==> src/rtl/pdm_pkg.sv <==
// Constants, register map and state type shared by the power-down controller.
// Assumes a single 250 MHz clock and an AXI4-Lite master with 32-bit data.
package pdm_pkg;

   localparam int AXI_AW = 8;

   // Register byte offsets.
   localparam logic [AXI_AW-1:0] CTRL_STATUS_OFS = 8'h00;
   localparam logic [AXI_AW-1:0] INT_ENABLE_OFS = 8'h04;
   localparam logic [AXI_AW-1:0] PD_STATUS_OFS = 8'h08;

   // Register index codes produced by the address decoder.
   localparam logic [1:0] IDX_CTRL = 2'h0;
   localparam logic [1:0] IDX_IE = 2'h1;
   localparam logic [1:0] IDX_STAT = 2'h2;
   localparam logic [1:0] IDX_NONE = 2'h3;

   // Field positions.
   localparam int POWER_DOWN_FIELD_LSB = 10;
   localparam int POWER_DOWN_FIELD_MSB = 15;
   localparam int GIE_BIT = 0;
   localparam int NMI_ENABLE_BIT_BIT = 1;
   localparam int IE_LSB = 4;

   // Reset values.
   localparam logic [5:0] POWER_DOWN_FIELD_RST = 6'h00;
   localparam logic GIE_RST = 1'b0;
   localparam logic [31:0] INT_ENABLE_RST = 32'h0000_0000;

   // Power-down field codes.
   localparam logic [5:0] PD_NONE = 6'h00;
   localparam logic [5:0] PD_LIGHT_EN = 6'h09;
   localparam logic [5:0] PD_LIGHT_ANY = 6'h11;
   localparam logic [5:0] PD_CLK_STOP = 6'h1A;
   localparam logic [5:0] PD_PLL_STOP = 6'h1C;

   // Light sleep takes effect this many cycles after the field write.
   localparam int ENTRY_CYCLES = 8;

   // Cycles after reset until the pin synchronisers hold the real strap level.
   localparam logic [2:0] STRAP_SETTLE_CYCLES = 3'h4;
   localparam logic [3:0] ENTRY_CNT_INIT = 4'(ENTRY_CYCLES - 1);

   // Lock wait: typical lock time plus the allowed margin, rounded up.
   localparam int CLK_PERIOD_PS = 4000;
   localparam int LOCK_TYP_NS = 75000;
   localparam int LOCK_MARGIN_PCT = 150;
   localparam int LOCK_MAX_NS = LOCK_TYP_NS * (100 + LOCK_MARGIN_PCT) / 100;
   localparam int LOCK_CYCLES_DEF = (LOCK_MAX_NS * 1000 + CLK_PERIOD_PS - 1) / CLK_PERIOD_PS;

   // Reference clock modelled as one enable pulse every REF_DIV_DEF cycles.
   localparam int REF_DIV_DEF = 16;
   localparam int MULT_X4 = 4;
   localparam logic MULT_SEL_X1 = 1'b0;

   localparam logic [1:0] RESP_OKAY = 2'b00;
   localparam logic [1:0] RESP_SLVERR = 2'b10;

   typedef enum logic [2:0] {ST_RUN, ST_ARMING, ST_LIGHT, ST_CLK_STOP, ST_PLL_STOP} pd_state_e;

endpackage : pdm_pkg

==> src/rtl/power_down_mode_control.sv <==
// Power-down mode controller with an AXI4-Lite register slave.
// Assumes interrupt lines and the multiplier strap are asynchronous pins; aresetn is the device reset.
//
// Notes on behaviour
// - Bits 15 to 10 of control_status select the power-down mode and wake method.
// - Light sleep takes effect eight cycles after the write of the field.
// - A non-enabled wake resumes at the sleep point without a service routine.
// - An enabled wake runs the service routine first, then resumes.
// - The service routine runs only when both interrupt enable bits are set.
// - Clock-stop and PLL-stop sleeps end only by device reset.
// - Code 001001 is light sleep woken only by an enabled interrupt.
// - Code 010001 is light sleep woken by any interrupt.
// - Light sleep gates the CPU clock but keeps interrupt logic clocked.
// - DMA keeps running during light sleep.
// - Code 011010 halts the PLL output and the whole internal clock tree.
// - Deep sleeps keep all state and freeze functional outputs.
// - Code 011100 stops the PLL input clock.
// - After reset the CPU waits for PLL lock before running.
// - The lock wait allows the typical lock time plus 150 percent.
// - Asynchronous peripherals may still toggle in deep sleep, unguaranteed.
// - Times-one selection bypasses the PLL; the reference is the CPU clock.
//
// Decided for this implementation: the AXI4-Lite register port and the placing of the registers.
`timescale 1ns/1ps
module power_down_mode_control
#(
   parameter int NINT = 12,
   parameter int REF_DIV = pdm_pkg::REF_DIV_DEF,
   parameter int LOCK_CYCLES = pdm_pkg::LOCK_CYCLES_DEF
)
(
   input wire logic aclk,
   input wire logic aresetn,
   input wire logic [pdm_pkg::AXI_AW-1:0] awaddr,
   input wire logic awvalid,
   output logic awready,
   input wire logic [31:0] wdata,
   input wire logic [3:0] wstrb,
   input wire logic wvalid,
   output logic wready,
   output logic [1:0] bresp,
   output logic bvalid,
   input wire logic bready,
   input wire logic [pdm_pkg::AXI_AW-1:0] araddr,
   input wire logic arvalid,
   output logic arready,
   output logic [31:0] rdata,
   output logic [1:0] rresp,
   output logic rvalid,
   input wire logic rready,
   input wire logic [NINT-1:0] int_request,
   input wire logic clock_mult_select,
   output logic cpu_core_enable,
   output logic int_logic_enable,
   output logic dma_enable,
   output logic pll_out_enable,
   output logic pll_in_enable,
   output logic io_freeze,
   output logic sleep_active,
   output logic wake_isr,
   output logic wake_resume,
   output logic cpu_clock_out,
   output logic half_clock_out
);
   import pdm_pkg::*;

   function automatic logic [1:0] reg_index(input logic [AXI_AW-1:0] addr);
      case (addr)
         CTRL_STATUS_OFS: reg_index = IDX_CTRL;
         INT_ENABLE_OFS: reg_index = IDX_IE;
         PD_STATUS_OFS: reg_index = IDX_STAT;
         default: reg_index = IDX_NONE;
      endcase
   endfunction : reg_index

   function automatic logic is_pd_code(input logic [5:0] code);
      is_pd_code = (code == PD_LIGHT_EN) || (code == PD_LIGHT_ANY) ||
                   (code == PD_CLK_STOP) || (code == PD_PLL_STOP);
   endfunction : is_pd_code

   // Pin synchronisers: a change counts once the second and third stages agree.
   localparam int NPIN = NINT + 1;
   logic [NPIN-1:0] pin_raw;
   logic [NPIN-1:0] pin_s1;
   logic [NPIN-1:0] pin_s2;
   logic [NPIN-1:0] pin_s3;
   logic [NPIN-1:0] pin_q;

   assign pin_raw = {clock_mult_select, int_request};

   genvar gi;
   generate
      for (gi = 0; gi < NPIN; gi++)
      begin : g_sync
         always_ff @(posedge aclk)
         begin
            if (!aresetn)
            begin
               pin_s1[gi] <= 1'b0;
               pin_s2[gi] <= 1'b0;
               pin_s3[gi] <= 1'b0;
               pin_q[gi] <= 1'b0;
            end
            else
            begin
               pin_s1[gi] <= pin_raw[gi];
               pin_s2[gi] <= pin_s1[gi];
               pin_s3[gi] <= pin_s2[gi];
               if (pin_s2[gi] == pin_s3[gi])
                  pin_q[gi] <= pin_s3[gi];
            end
         end
      end
   endgenerate

   logic [NINT-1:0] int_sync;
   logic bypass;
   assign int_sync = pin_q[NINT-1:0];
   assign bypass = (pin_q[NINT] == MULT_SEL_X1);

   // The synchronised strap reads low until the chain has filled, which would look like bypass.
   // The clock generator is held off until then, so an x4 part never reports lock early.
   logic [2:0] strap_wait;
   logic strap_ok;
   assign strap_ok = (strap_wait == STRAP_SETTLE_CYCLES);

   always_ff @(posedge aclk)
   begin
      if (!aresetn)
         strap_wait <= 3'h0;
      else if (!strap_ok)
         strap_wait <= strap_wait + 3'h1;
   end

   // Registers.
   logic [5:0] power_down_field;
   logic global_int_enable;
   logic [31:0] int_enable_reg;
   pd_state_e state;
   logic [3:0] arm_cnt;
   logic light_any;
   logic last_wake_isr;
   logic pll_locked;

   // AXI4-Lite write path: address and data are taken in either order, then answered together.
   logic aw_held;
   logic w_held;
   logic [AXI_AW-1:0] aw_addr_q;
   logic [31:0] w_data_q;
   logic [3:0] w_strb_q;
   logic wr_fire;
   logic [1:0] wr_idx;
   logic field_wr;
   logic [5:0] new_field;

   assign awready = !aw_held && !bvalid;
   assign wready = !w_held && !bvalid;
   assign wr_fire = aw_held && w_held && !bvalid;
   assign wr_idx = reg_index(aw_addr_q);
   assign new_field = w_data_q[POWER_DOWN_FIELD_MSB:POWER_DOWN_FIELD_LSB];
   // The whole field sits in byte lane 1, so one strobed write in the run state updates all six bits.
   assign field_wr = wr_fire && (wr_idx == IDX_CTRL) && w_strb_q[1] && (state == ST_RUN);

   always_ff @(posedge aclk)
   begin
      if (!aresetn)
      begin
         aw_held <= 1'b0;
         w_held <= 1'b0;
         aw_addr_q <= '0;
         w_data_q <= '0;
         w_strb_q <= '0;
         bvalid <= 1'b0;
         bresp <= RESP_OKAY;
      end
      else
      begin
         if (awvalid && awready)
         begin
            aw_held <= 1'b1;
            aw_addr_q <= awaddr;
         end
         if (wvalid && wready)
         begin
            w_held <= 1'b1;
            w_data_q <= wdata;
            w_strb_q <= wstrb;
         end
         if (wr_fire)
         begin
            aw_held <= 1'b0;
            w_held <= 1'b0;
            bvalid <= 1'b1;
            bresp <= (wr_idx == IDX_NONE) ? RESP_SLVERR : RESP_OKAY;
         end
         else if (bvalid && bready)
            bvalid <= 1'b0;
      end
   end

   always_ff @(posedge aclk)
   begin
      if (!aresetn)
      begin
         global_int_enable <= GIE_RST;
         int_enable_reg <= INT_ENABLE_RST;
      end
      else if (wr_fire)
      begin
         if (wr_idx == IDX_CTRL && w_strb_q[0])
            global_int_enable <= w_data_q[GIE_BIT];
         if (wr_idx == IDX_IE)
         begin
            for (int b = 0; b < 4; b++)
            begin
               if (w_strb_q[b])
                  int_enable_reg[8*b +: 8] <= w_data_q[8*b +: 8];
            end
         end
      end
   end

   // Wake decode during light sleep.
   logic [NINT-1:0] ie_mask;
   logic wake_enabled;
   logic wake_any;
   logic isr_allowed;
   assign ie_mask = int_enable_reg[IE_LSB +: NINT];
   assign wake_enabled = |(int_sync & ie_mask);
   assign wake_any = |int_sync;
   assign isr_allowed = wake_enabled && global_int_enable && int_enable_reg[NMI_ENABLE_BIT_BIT];

   // Mode sequencer. The field is held while asleep and cleared on wake so the core does not re-enter.
   always_ff @(posedge aclk)
   begin
      if (!aresetn)
      begin
         state <= ST_RUN;
         power_down_field <= POWER_DOWN_FIELD_RST;
         arm_cnt <= '0;
         light_any <= 1'b0;
         wake_isr <= 1'b0;
         wake_resume <= 1'b0;
         last_wake_isr <= 1'b0;
      end
      else
      begin
         wake_isr <= 1'b0;
         wake_resume <= 1'b0;
         case (state)
            ST_RUN:
            begin
               if (field_wr)
               begin
                  power_down_field <= new_field;
                  if (is_pd_code(new_field))
                  begin
                     state <= ST_ARMING;
                     arm_cnt <= ENTRY_CNT_INIT;
                  end
               end
            end
            ST_ARMING:
            begin
               if (arm_cnt != 4'h0)
                  arm_cnt <= arm_cnt - 4'h1;
               else
               begin
                  case (power_down_field)
                     PD_LIGHT_EN: state <= ST_LIGHT;
                     PD_LIGHT_ANY: state <= ST_LIGHT;
                     PD_CLK_STOP: state <= ST_CLK_STOP;
                     PD_PLL_STOP: state <= ST_PLL_STOP;
                     default: state <= ST_RUN;
                  endcase
                  light_any <= (power_down_field == PD_LIGHT_ANY);
               end
            end
            ST_LIGHT:
            begin
               if (wake_enabled || (light_any && wake_any))
               begin
                  state <= ST_RUN;
                  power_down_field <= PD_NONE;
                  wake_isr <= isr_allowed;
                  wake_resume <= !isr_allowed;
                  last_wake_isr <= isr_allowed;
               end
            end
            // Deep sleeps have no exit here; only the reset branch above leaves them.
            ST_CLK_STOP: state <= ST_CLK_STOP;
            ST_PLL_STOP: state <= ST_PLL_STOP;
            default: state <= ST_RUN;
         endcase
      end
   end

   logic deep;
   assign deep = (state == ST_CLK_STOP) || (state == ST_PLL_STOP);
   assign sleep_active = (state == ST_LIGHT);
   assign cpu_core_enable = ((state == ST_RUN) || (state == ST_ARMING)) && pll_locked;
   assign int_logic_enable = !deep && pll_locked;
   assign dma_enable = !deep && pll_locked;
   assign pll_out_enable = !deep;
   assign pll_in_enable = (state != ST_PLL_STOP);
   // Only synchronous outputs freeze; asynchronous or externally clocked peripherals may still move.
   assign io_freeze = deep;

   pll_tick_gen #(
      .REF_DIV(REF_DIV),
      .MULT(MULT_X4),
      .LOCK_CYCLES(LOCK_CYCLES)
   ) u_ticks (
      .aclk(aclk),
      .aresetn(aresetn),
      .bypass(bypass && strap_ok),
      .pll_in_enable(pll_in_enable && strap_ok),
      .pll_out_enable(pll_out_enable),
      .pll_locked(pll_locked),
      .cpu_clock_out(cpu_clock_out),
      .half_clock_out(half_clock_out)
   );

   // AXI4-Lite read path: one-cycle answer, unmapped offsets give SLVERR with zero data.
   logic [31:0] rd_word;
   always_comb
   begin
      rd_word = 32'h0000_0000;
      case (reg_index(araddr))
         IDX_CTRL:
         begin
            rd_word[POWER_DOWN_FIELD_MSB:POWER_DOWN_FIELD_LSB] = power_down_field;
            rd_word[GIE_BIT] = global_int_enable;
         end
         IDX_IE: rd_word = int_enable_reg;
         IDX_STAT: rd_word = {24'h00_0000, !bypass, light_any, last_wake_isr, pll_locked, state, cpu_core_enable};
         default: rd_word = 32'h0000_0000;
      endcase
   end

   assign arready = !rvalid;

   always_ff @(posedge aclk)
   begin
      if (!aresetn)
      begin
         rvalid <= 1'b0;
         rdata <= '0;
         rresp <= RESP_OKAY;
      end
      else if (arvalid && arready)
      begin
         rvalid <= 1'b1;
         rdata <= rd_word;
         rresp <= (reg_index(araddr) == IDX_NONE) ? RESP_SLVERR : RESP_OKAY;
      end
      else if (rvalid && rready)
         rvalid <= 1'b0;
   end

   logic arm_start;
   assign arm_start = field_wr && is_pd_code(new_field);

   property p_entry_delay;
      @(posedge aclk) disable iff (!aresetn)
      arm_start |=> (state == ST_ARMING) [*8] ##1 (state != ST_ARMING && state != ST_RUN);
   endproperty
   a_entry_delay: assert property (p_entry_delay) else $error("sleep not entered eight cycles after write");

   property p_reserved_code;
      @(posedge aclk) disable iff (!aresetn)
      (field_wr && !is_pd_code(new_field)) |=> (state == ST_RUN) ##1 (state == ST_RUN);
   endproperty
   a_reserved_code: assert property (p_reserved_code) else $error("reserved code left run state");

   property p_light_gating;
      @(posedge aclk) disable iff (!aresetn)
      (state == ST_LIGHT) |-> !cpu_core_enable && (int_logic_enable == pll_locked);
   endproperty
   a_light_gating: assert property (p_light_gating) else $error("light sleep clock gating wrong");

   property p_light_dma;
      @(posedge aclk) disable iff (!aresetn)
      (state == ST_LIGHT && pll_locked) |-> dma_enable;
   endproperty
   a_light_dma: assert property (p_light_dma) else $error("dma stopped in light sleep");

   property p_deep_hold;
      @(posedge aclk) disable iff (!aresetn)
      deep |=> $stable(state) && io_freeze;
   endproperty
   a_deep_hold: assert property (p_deep_hold) else $error("deep sleep left without reset");

   property p_clk_stop;
      @(posedge aclk) disable iff (!aresetn)
      (state == ST_CLK_STOP) |=> !pll_out_enable && pll_in_enable && !cpu_clock_out [*2];
   endproperty
   a_clk_stop: assert property (p_clk_stop) else $error("clock stop sleep outputs wrong");

   property p_pll_stop;
      @(posedge aclk) disable iff (!aresetn)
      (state == ST_PLL_STOP) |=> !pll_in_enable && !cpu_clock_out ##1 (bypass || !pll_locked);
   endproperty
   a_pll_stop: assert property (p_pll_stop) else $error("pll stop sleep kept the pll running");

   property p_wake_isr;
      @(posedge aclk) disable iff (!aresetn)
      (state == ST_LIGHT && isr_allowed) |=> wake_isr && !wake_resume && (state == ST_RUN);
   endproperty
   a_wake_isr: assert property (p_wake_isr) else $error("enabled wake did not run service routine");

   property p_wake_resume;
      @(posedge aclk) disable iff (!aresetn)
      (state == ST_LIGHT && light_any && wake_any && !isr_allowed) |=> wake_resume && !wake_isr;
   endproperty
   a_wake_resume: assert property (p_wake_resume) else $error("plain wake did not resume");

   property p_enabled_only;
      @(posedge aclk) disable iff (!aresetn)
      (state == ST_LIGHT && !light_any && !wake_enabled) |=> (state == ST_LIGHT) && !wake_resume;
   endproperty
   a_enabled_only: assert property (p_enabled_only) else $error("non-enabled interrupt woke enabled-only sleep");

   property p_lock_gate;
      @(posedge aclk) disable iff (!aresetn)
      $rose(cpu_core_enable) |-> $past(pll_locked) || $rose(pll_locked) || (state == ST_RUN);
   endproperty
   a_lock_gate: assert property (p_lock_gate) else $error("core ran before pll lock");

   property p_x4_rate;
      @(posedge aclk) disable iff (!aresetn)
      (cpu_clock_out && !bypass) |=> !cpu_clock_out [*3];
   endproperty
   a_x4_rate: assert property (p_x4_rate) else $error("times-four cpu tick too fast");

   c_light: cover property (@(posedge aclk) disable iff (!aresetn) arm_start ##9 (state == ST_LIGHT));
   c_wake_isr: cover property (@(posedge aclk) disable iff (!aresetn) wake_isr);
   c_clk_stop: cover property (@(posedge aclk) disable iff (!aresetn) state == ST_CLK_STOP);
   c_pll_stop: cover property (@(posedge aclk) disable iff (!aresetn) state == ST_PLL_STOP);

endmodule : power_down_mode_control

==> src/rtl/pll_tick_gen.sv <==
// Reference divider, clock multiplier and lock timer as clock-enable pulses.
// Assumes REF_DIV and REF_DIV/MULT are powers of two and REF_DIV > MULT.
`timescale 1ns/1ps
module pll_tick_gen
#(
   parameter int REF_DIV = pdm_pkg::REF_DIV_DEF,
   parameter int MULT = pdm_pkg::MULT_X4,
   parameter int LOCK_CYCLES = pdm_pkg::LOCK_CYCLES_DEF
)
(
   input wire logic aclk,
   input wire logic aresetn,
   input wire logic bypass,
   input wire logic pll_in_enable,
   input wire logic pll_out_enable,
   output logic pll_locked,
   output logic cpu_clock_out,
   output logic half_clock_out
);
   import pdm_pkg::*;

   localparam int RW = $clog2(REF_DIV);
   localparam int PW = $clog2(REF_DIV / MULT);
   localparam int LW = $clog2(LOCK_CYCLES + 1);

   logic [RW-1:0] ref_cnt;
   logic [LW-1:0] lock_cnt;
   logic half_phase;
   logic ref_wrap;
   logic pll_wrap;
   logic tick_now;

   assign ref_wrap = (ref_cnt == RW'(REF_DIV - 1));
   assign pll_wrap = (ref_cnt[PW-1:0] == {PW{1'b1}});
   // In bypass the reference itself is the CPU clock; otherwise the PLL output runs MULT times faster.
   assign tick_now = pll_in_enable && pll_out_enable && pll_locked && (bypass ? ref_wrap : pll_wrap);

   always_ff @(posedge aclk)
   begin
      if (!aresetn)
         ref_cnt <= '0;
      else
         ref_cnt <= ref_wrap ? '0 : ref_cnt + RW'(1);
   end

   // The timer restarts whenever the PLL loses its input, so waking through reset relocks in full.
   always_ff @(posedge aclk)
   begin
      if (!aresetn || !pll_in_enable || bypass)
         lock_cnt <= '0;
      else if (lock_cnt != LW'(LOCK_CYCLES))
         lock_cnt <= lock_cnt + LW'(1);
   end

   always_ff @(posedge aclk)
   begin
      if (!aresetn)
         pll_locked <= 1'b0;
      else
         pll_locked <= bypass || (lock_cnt == LW'(LOCK_CYCLES));
   end

   always_ff @(posedge aclk)
   begin
      if (!aresetn)
      begin
         cpu_clock_out <= 1'b0;
         half_clock_out <= 1'b0;
         half_phase <= 1'b0;
      end
      else
      begin
         cpu_clock_out <= tick_now;
         half_clock_out <= tick_now && half_phase;
         if (tick_now)
            half_phase <= !half_phase;
      end
   end

endmodule : pll_tick_gen

==> config.mk <==
export PLATFORM = sky130hd
export DESIGN_NAME = power_down_mode_control
export DESIGN_NICKNAME = d
export VERILOG_FILES = /design/src/rtl/pdm_pkg.sv /design/src/rtl/power_down_mode_control.sv /design/src/rtl/pll_tick_gen.sv
export SDC_FILE = /design/constraint.sdc
export NUM_CORES = 1
export LEC_CHECK = 0
export ABC_AREA = 1
export ABC_CLOCK_PERIOD_IN_PS = 2400
export BUFFER_PORTS_ARGS = -buffer_cell sky130_fd_sc_hd__buf_4
export CORE_MARGIN = 2
export CORE_UTILIZATION = 56
export DETAILED_ROUTE_END_ITERATION = 12
export GPL_TIMING_DRIVEN = 0
export PLACE_DENSITY = 0.81
export REMOVE_ABC_BUFFERS = 1
export SYNTH_ARGS = -nofsm -noshare
export SYNTH_HDL_FRONTEND = slang
export SYNTH_SLANG_ARGS = --single-unit
export TNS_END_PERCENT = 30
==> constraint.sdc <==
create_clock -name aclk -period 2.4 [get_ports aclk]
set_clock_uncertainty 0.2 [all_clocks]
set_input_delay 0.12 -clock aclk [delete_from_list [all_inputs] [get_ports aclk]]
set_output_delay 0.12 -clock aclk [all_outputs]
set_load 0.01 [all_outputs]
**Word level (Yosys, flattened, before mapping)**

Index checks and enable logic that the tools add are counted.
W data, S select, Z words.

- Register bits after elaboration: 213
- Latch bits: 0
- Memory bits (writable): 0
- Bits in read-only memories: 0
- Input port bits: 72
- Output and inout bits: 52
- Logic and storage cells: 230
- Memories: 0

- Add/subtract/negate cells: 4
- Multipliers: 0
- Div/mod/pow operators: 0
- $lt $le $gt $ge: 0
- Equal/unequal tests: 45
- Shift operators: 0
- Multiplexer cells: 28
- Bitwise logic cells: 4
- Reduce and logical (&&, ||, !) cells: 68

Operators by type and width:

| kind | count |
|---|---|
| $eq A6 B5 Y1 const B | 6 |
| $logic_and A1 B1 Y1 | 24 |
| $pmux W6 S2 | 2 |
| $reduce_or A12 Y1 | 2 |
| $pmux W9 S2 | 1 |
| $reduce_and A3 Y1 | 6 |
| $add A16 B1 Y16 const B | 1 |
| $eq A16 B16 Y1 const B | 1 |
| $eq A8 B3 Y1 const B | 2 |
| $eq A8 B4 Y1 const B | 2 |
| $logic_not A8 Y1 | 2 |
| $mux W16 | 1 |
| $ne A16 B16 Y1 const B | 1 |
| $pmux W3 S5 | 1 |
| $eq A1 B1 Y1 | 13 |
| $and A12 B12 Y12 | 1 |
| $eq A6 B4 Y1 const B | 2 |
| $mux W3 | 4 |
| $mux W4 | 3 |
| $mux W6 | 2 |
| $pmux W2 S3 | 2 |
| $logic_not A1 Y1 | 9 |
| $logic_or A1 B1 Y1 | 9 |
| $pmux W3 S3 | 1 |
| 24 further kinds | 51 |

**Logic depth before layout (Yosys ltp)**

Gate-level depths: netlist of the first run.

- Word-level depth: 8
- Depth in mapped cells: 11
- Mapped depth without buffers: 11

**Modules after synthesis**

Synthesis of the first run repeated with hierarchy kept, for this count alone.

- Cell total of the unflattened synthesis: 1139
- Area total of the unflattened synthesis: 8435.6 µm²

By module, submodules not included:

| module | times used | cells each | area each (µm²) | sequential area each (µm²) |
|---|---|---|---|---|
| power_down_mode_control | 1 | 952 | 7215.7 | 3743.6 |
| pll_tick_gen | 1 | 187 | 1219.9 | 480.5 |

**Least setup slack after synthesis of the first run**

Ideal clock, no wire load.

- Path type: in2reg
- Start point: in araddr[1] (netlist bit)
- End point: reg rdata[1]
- Library setup time: 75 ps
- Data arrival time: 1542 ps
- Data required time: 2125 ps
- Slack: 583 ps
- Stages on the path: 8
- Path buffers: 0
- Cell sequence: nor2_1 > nand2_1 > nor2_1 > inv_1 > ha_1 > nor3b_2 > nand2_1 > a31oi_1

- Word-level cells in the longest chain between the ends: 4
- Elaborated cells between the ends (all ways): 7
- Classes of those cells: 4 x eq/ne; 2 x mux; 1 x reduce/logical

Ends and longest elaborated chain:

| element | RTL line | RTL |
|---|---|---|
| from (decl) | power_down_mode_control.sv:44 | `input wire logic [pdm_pkg::AXI_AW-1:0] araddr,` |
| $eq A8 B4 Y1 (tied with other cells) | power_down_mode_control.sv:68 | `case (addr)` |
| $pmux W2 S3 * | power_down_mode_control.sv:68 |  |
| $eq A2 B2 Y1 or $eq A2 B1 Y1 (tied branches) | power_down_mode_control.sv:329 | `case (reg_index(araddr))` |
| $pmux W9 S2 * | power_down_mode_control.sv:329 |  |
| to (signal assigned) | power_down_mode_control.sv:354 | `rdata <= rd_word;` |
| to (decl) | power_down_mode_control.sv:47 | `output logic [31:0] rdata,` |

Every way passes the cells marked *; elsewhere a longest branch is shown, timed or not.
A chain may end at the register's enable or synchronous reset.

**Worst setup path after layout of the first run**

- Start point: reg bvalid
- End point: reg w_data_q[31]

- Word-level cells in the longest chain between the ends: 3

Ends and longest elaborated chain:

| element | RTL line | RTL |
|---|---|---|
| from (decl) | power_down_mode_control.sv:42 | `output logic bvalid,` |
| from (signal assigned) | power_down_mode_control.sv:173 | `bvalid <= 1'b0;` |
| from (signal assigned) | power_down_mode_control.sv:193 | `bvalid <= 1'b1;` |
| from (signal assigned) | power_down_mode_control.sv:197 | `bvalid <= 1'b0;` |
| $logic_not A1 Y1 | power_down_mode_control.sv:157 | `assign wready = !w_held && !bvalid;` |
| $logic_and A1 B1 Y1 | power_down_mode_control.sv:157 |  |
| $logic_and A1 B1 Y1 | power_down_mode_control.sv:183 | `if (wvalid && wready)` |
| to (signal assigned) | power_down_mode_control.sv:186 | `w_data_q <= wdata;` |
| to (decl) | power_down_mode_control.sv:149 | `logic [31:0] w_data_q;` |

Every way passes these cells.

==> results of run 1 <==
## worst max-delay path by stage
stage,slack (ps),cells after the start,start,end
detailed placement,-690,6,aresetn,u_ticks.lock_cnt[4]
finish,120,5,bvalid,w_data_q[31]
CTS,0.5,6,aw_addr_q[7],int_enable_reg[31]
global route,-180,5,bvalid,w_data_q[31]
global placement,-650,6,aresetn,u_ticks.lock_cnt[4]
floorplan,290,5,rvalid,rresp[1]
## logic make-up (layout without fill, tap and decap cells)
logic type	after synthesis	after routing	share of synthesized area, %
compound gates	208	208	13.56
other cells	1	2	0.04575
simple gates	477	478	25.61
fa+ha+maj	10	10	1.496
xor+xnor	7	7	0.7480
buf+inv	145	340	7.006
flops	211	211	51.53
## through the flow
step                instance area [µm²]  worst slack (ps)
detailed placement                 9150            -691.0
global route                      10720            -178.2
CTS                               10600            0.4818
finish                            10720             121.9
global placement                   9148            -647.0
floorplan                          8009             287.6
## worst register-to-register path, cell delays in order (launching register included)
cell and delay, ps:
dfxtp_1 350, nor2_1 180, nand2_2 500, inv_2 720, nor2_1 120, nor2_1 140
## cells in the final DEF (no fill, tap or decap), types with 23 or more instances in the layout
| cell | n |
|---|---|
| dfxtp_1 | 211 |
| buf_4 | 122 |
| nand2_1 | 204 |
| nor2_1 | 148 |
| dlygate4sd3_1 | 73 |
| a21oi_1 | 113 |
| o21ai_0 | 73 |
| clkbuf_16 | 23 |
| inv_1 | 91 |
| nand3_1 | 74 |
## per-layer routing
| metal | track usage, % | part of all wire (%) | vias up |
|---|---|---|---|
| li1 | - | - | 3785 |
| met1 | 30.76 | 39 | 3560 |
| met2 | 47.35 | 50 | 320 |
| met3 | 4.236 | 6.5 | 104 |
| met4 | 10.85 | 4.7 | 0 |
| met5 | 0 | 0 | - |
## repair_timing
action	4_1_cts	5_1_grt
pin swaps	0	1
gates cloned	0	2
endpoints found under the setup margin	49	65
gates resized for setup	3	6
endpoints found under the hold margin	60	8
buffers inserted	0	3
hold buffers	70	4
## power groups by stage
stage          registers, W  clock network [W]  logic (W)
5_1_grt             0.00375            0.00368   0.000833
3_3_place_gp        0.00380                  0   0.000572
2_1_floorplan       0.00379                  0   0.000337
4_1_cts             0.00373            0.00350   0.000693
3_5_place_dp        0.00381                  0   0.000590
6_report            0.00374            0.00350   0.000759
## cell type report
class                   count  area [µm²]
well taps                 184       230.2
multi-input cells         705        3428
repair inverters            1       7.507
clock buffers              30       641.9
fillers                  1050        3704
flip-flops and latches    211        4224
inverters                 102       389.1
repair buffers            198        1698
clock inverters             9       101.3
==> impl_metrics.csv, run 1 <==
group,metric,value,unit
worst_setup_path,r2r_end,"w_data_q[31]",
sta,worst_pin_slew,864.6,ps
clock_tree,cts_buffers,22,
floorplanning,die-area,15620,µm²
worst_setup_path,crit_fanout,46,
sta,final.setup.tns,0,ps
clock_tree,cts_num_sinks,211,
drt,wirelength,22190,µm
global_route,overflow,0,
power,pwr-share-seq,46.8,%
worst_setup_path,critPathArrivalTime,2510,ps
sta,period_share,94.92,%
logic_synthesis,avgSynthCellArea,7.740,µm²
worst_setup_path,crit_chain,"nor2_1 -> nand2_2 -> inv_2 -> nor2_1 -> nor2_1",
logic_synthesis,synth_most_common_cell,"dfxtp_1",
power,p_int,0.006065,W
sta,max_freq,439.0,MHz
sta,period_minus_slack,2278,ps
logic_synthesis,synthesis.area,8197,µm²
worst_setup_path,r2r-start,"bvalid",
global_route,track_usage,26.15,%
logic_synthesis,synthTopCellsByArea,"dfxtp_1, nand2_1, a21oi_1",
worst_setup_path,slowest_stage,"inv_2",
power,powerDensity,745.9,nW/µm²
logic_synthesis,synth-async-reset-ratio,0,%
logic_synthesis,synth_edf_count,0,
layout,final_core_util,74.32,%
global_route,grt_pass1_vias,7384,
layout,finalNonFillerCells,1440,
logic_synthesis,synthDistinctLibCells,38,
worst_setup_path,r2r_cells,5,
power,combPwrFrac,9.5,%
worst_setup_path,reg2reg_slack,120,ps
sta,grt_setup_unrepaired,"yes",
placed_design,hpwlAfterDp,12050,µm
global_route,grt_pass1_wl,34400,µm
worst_setup_path,crit_type,"reg2reg",
floorplanning,fp.dieH,125.0,µm
outcome,outcome,"finished, final reports clean",
floorplanning,fp.dieW,125.0,µm
drt,drt_first_pass_iters,5,
min_path,min_to,"rresp[1]",
logic_synthesis,synth_top_area_share,51.53,%
floorplanning,core_area,14420,µm²
worst_setup_path,cp_top_family,"simple AND/OR/NAND/NOR gates",
drt,vias,7769,
layout,diodes,0,
floorplanning,io_pins,124,
power,vdd_drop_max,0.0005333,V
logic_synthesis,synth_cells,1059,
drt,vias_per_cell,5.395,
sta,finalMaxSlewViolations,0,
min_path,min_from,"araddr[0]",
min_path,hold_depth,7,
floorplanning,initial_core_util,56.83,%
worst_setup_path,startpoint_type,"flip-flop",
power,p_sw,0.001931,W
floorplanning,row_count,44,
power,power,0.007997,W
worst_setup_path,end_kind,"flip-flop",
drt,antenna_left,0,
drt,wire_per_inst,15.41,µm
power,clockPowerShare,43.8,%
global_route,grt_max_degree,116,
clock_tree,clk_transition_reported_paths,60,ps
worst_setup_path,crit_required,2630,ps
worst_setup_path,path_common_cell,"nor2_1",
placed_design,portBuffers,121,
sta,max_slew_margin,42.36,%
clock_tree,cts_tree,"built",
sta,finalSetupViolCount,0,
logic_synthesis,ys.flop_type,"dfxtp_1",
layout,layout-drive-gt1-share,17.12,%
clock_tree,ctsRootBufferMaster,"clkbuf_16",
flow_run,cap_violations,0,
logic_synthesis,synth_common_cells,"dfxtp_1, nand2_1, nor2_1, a21oi_1, inv_1",
sta,holdWs,8.399,ps
clock_tree,clockBufferDepth,3,
clock_tree,cts_max_level,1,
layout,nNetsFinal,1322,
logic_synthesis,yosysWarnings,0,
sta,hold_viol_final,0,
clock_tree,clock_latency,510,ps
min_path,hold_path_class,"in2reg",
power,p_sw_share,24.15,%
logic_synthesis,yosys.area.top_type,"dfxtp_1",
drt,drt_iter0_markers,606,
logic_synthesis,ys_seq_elements,211,
power,p_leak,4.564,nW
placed_design,dp_cells,1322,
logic_synthesis,synth-seq-area-share,51.53,%
drt,drc,0,
worst_setup_path,critPathBufInv,1,
placed_design,place.gp.congestion,0.8345,
global_route,antenna_found_initial,0,
worst_setup_path,cpPeakStageDelay,690,ps
layout,area_growth,30.79,%
(Power assumes the default switching activity.)
==> run 2: changes to the inputs <==
--- a/config.mk
+++ b/config.mk
@@ -8,12 +8,13 @@
 export ABC_AREA = 1
 export ABC_CLOCK_PERIOD_IN_PS = 2400
 export BUFFER_PORTS_ARGS = -buffer_cell sky130_fd_sc_hd__buf_4
+export CORE_ASPECT_RATIO = 2
 export CORE_MARGIN = 2
 export CORE_UTILIZATION = 56
 export DETAILED_ROUTE_END_ITERATION = 12
-export GPL_TIMING_DRIVEN = 0
 export PLACE_DENSITY = 0.81
 export REMOVE_ABC_BUFFERS = 1
+export SKIP_CTS_REPAIR_TIMING = 1
 export SYNTH_ARGS = -nofsm -noshare
 export SYNTH_HDL_FRONTEND = slang
 export SYNTH_SLANG_ARGS = --single-unit
==> run 2 against run 1 <==
  * Global-route usage down 1.1 points
  * Cell area down 0.54%
  * The run now ends with hold timing left
  * First-iteration DRC count down 21%
  * Routed wire length down 3.7%
  * Clock-buffer cell count down 5
  * Critical path depth up 2
  * Largest cell class unchanged
==> impl_metrics.csv, run 2 (synthesized netlist as in run 1, its figures left out) <==
group,metric,value,unit
layout,area_growth,30.09,%
placed_design,place.gp.congestion,0.8837,
clock_tree,cts_max_level,1,
placed_design,dp_cells,1341,
clock_tree,ctsRootBufferMaster,"clkbuf_16",
power,p_int,0.005635,W
power,combPwrFrac,10.1,%
power,clockPowerShare,39.2,%
global_route,grt_max_degree,75,
floorplanning,initial_core_util,57.11,%
sta,worst_pin_slew,761.0,ps
drt,vias_per_cell,5.234,
layout,nNetsFinal,1329,
worst_setup_path,crit_chain,"nor2_1 -> nand2_1 -> buf_12 -> buf_4 -> o21ai_0 -> dlygate4sd3_1 -> a21oi_1",
power,vdd_drop_max,0.0005240,V
drt,drt_first_pass_iters,5,
worst_setup_path,r2r-start,"bvalid",
layout,fin_area,10660,µm²
worst_setup_path,critPathLaunch,"bvalid",
sta,finalMaxSlewViolations,0,
worst_setup_path,cp_top_family,"buffers and inverters",
drt,drc,0,
power,p_sw,0.001743,W
outcome,violations,"hold timing",
drt,vias,7590,
drt,drt_iter0_markers,481,
power,p_sw_share,23.63,%
drt,wire_per_inst,14.73,µm
worst_setup_path,crit_type,"reg2reg",
clock_tree,cts_buffers,18,
sta,period_minus_slack,2362,ps
sta,hold_viol_final,1,
floorplanning,fp.dieH,175.1,µm
layout,final_cell_mix,"dfxtp_1, nand2_1, nor2_1, buf_4, a21oi_1",
global_route,antenna_found_initial,0,
sta,holdWs,-13.53,ps
layout,diodes,0,
clock_tree,clockBufferDepth,3,
sta,period_share,98.43,%
worst_setup_path,critPathBufInv,3,
global_route,overflow,0,
clock_tree,cts_tree,"built",
clock_tree,cts_num_sinks,211,
layout,mostFrequentLayoutCell,"dfxtp_1",
floorplanning,fp.dieW,89.55,µm
global_route,track_usage,25.04,%
floorplanning,row_count,62,
power,pwr-share-seq,50.6,%
outcome,outcome,"complete, but fails checks",
sta,finalSetupViolCount,0,
sta,max_freq,423.3,MHz
worst_setup_path,cpPeakStageDelay,590,ps
power,powerDensity,691.9,nW/µm²
drt,wirelength,21360,µm
worst_setup_path,crit_fanout,29,
worst_setup_path,slowest_stage,"dlygate4sd3_1",
floorplanning,die-area,15680,µm²
clock_tree,clock_latency,480,ps
floorplanning,core_area,14350,µm²
placed_design,placed_area,9290,µm²
floorplanning,io_pins,124,
placed_design,hpwlAfterDp,13470,µm
placed_design,portBuffers,121,
worst_setup_path,startpoint_type,"flip-flop",
power,p_leak,4.542,nW
worst_setup_path,end_kind,"flip-flop",
min_path,min_from,"wvalid",
min_path,hold_path_class,"in2reg",
power,power,0.007378,W
layout,layout-drive-gt1-share,16.38,%
global_route,grt_pass1_vias,6993,
clock_tree,clk_transition_reported_paths,70,ps
worst_setup_path,critPathArrivalTime,2560,ps
drt,antenna_left,0,
global_route,grt_pass1_wl,31570,µm
flow_run,cap_violations,0,
sta,max_slew_margin,49.21,%
worst_setup_path,crit_required,2600,ps
layout,finalNonFillerCells,1450,
[run 2: through the flow]
stage | TNS, ps | setup WS (ps) | util, % | hold WS, ps
3_5_place_dp | 0 | 225.0 | 64.73 | 106.1
2_1_floorplan | 0 | 287.6 | - | 13.45
4_1_cts | 0 | 361.9 | 68.79 | -392.3
3_3_place_gp | 0 | 331.3 | 64.73 | 100.8
6_report | 0 | 37.70 | 74.30 | -13.53
5_1_grt | -95.66 | -95.66 | 74.30 | 19.46
[run 2: area by class of cell]
type                            instances  area [µm²]
Sequential cell                       211        4224
Fill cell                            1067        3689
Multi-Input combinational cell        704        3402
Timing Repair Buffer                  211        1832
Clock buffer                           25       528.0
Inverter                              102       382.9
Tap cell                              192       240.2
Clock inverter                          5       53.80
[run 2: worst min-delay path, cell delays in order]
cell     delay, ps
buf_4           80
nand2_1        230
a21oi_1        210
[run 2: power by group through the flow]
stage                     Sequential (W)  Combinational, W  Clock, W
after floorplan                  0.00379          0.000337         0
after global placement           0.00381          0.000602         0
after detailed placement         0.00381          0.000622         0
after CTS                        0.00373          0.000625   0.00294
after global routing             0.00375          0.000826   0.00308
final                            0.00374          0.000748   0.00289
[run 2: final timing paths]
check                           cells after the start            to  slack, ps
worst min-delay path                                3   w_strb_q[1]        -10
worst min register to register                      2     pin_s2[7]        210
worst max-delay path                                7  w_data_q[10]         40
worst max register to register                      7  w_data_q[10]         40
[run 2: per-layer routing]
layer,routed length (µm),track usage (%),part of all wire [%]
met1,7730,26.30,36
met5,0,0,0
met3,812,2.929,3.8
met4,985,12.38,4.6
met2,11830,46.54,55
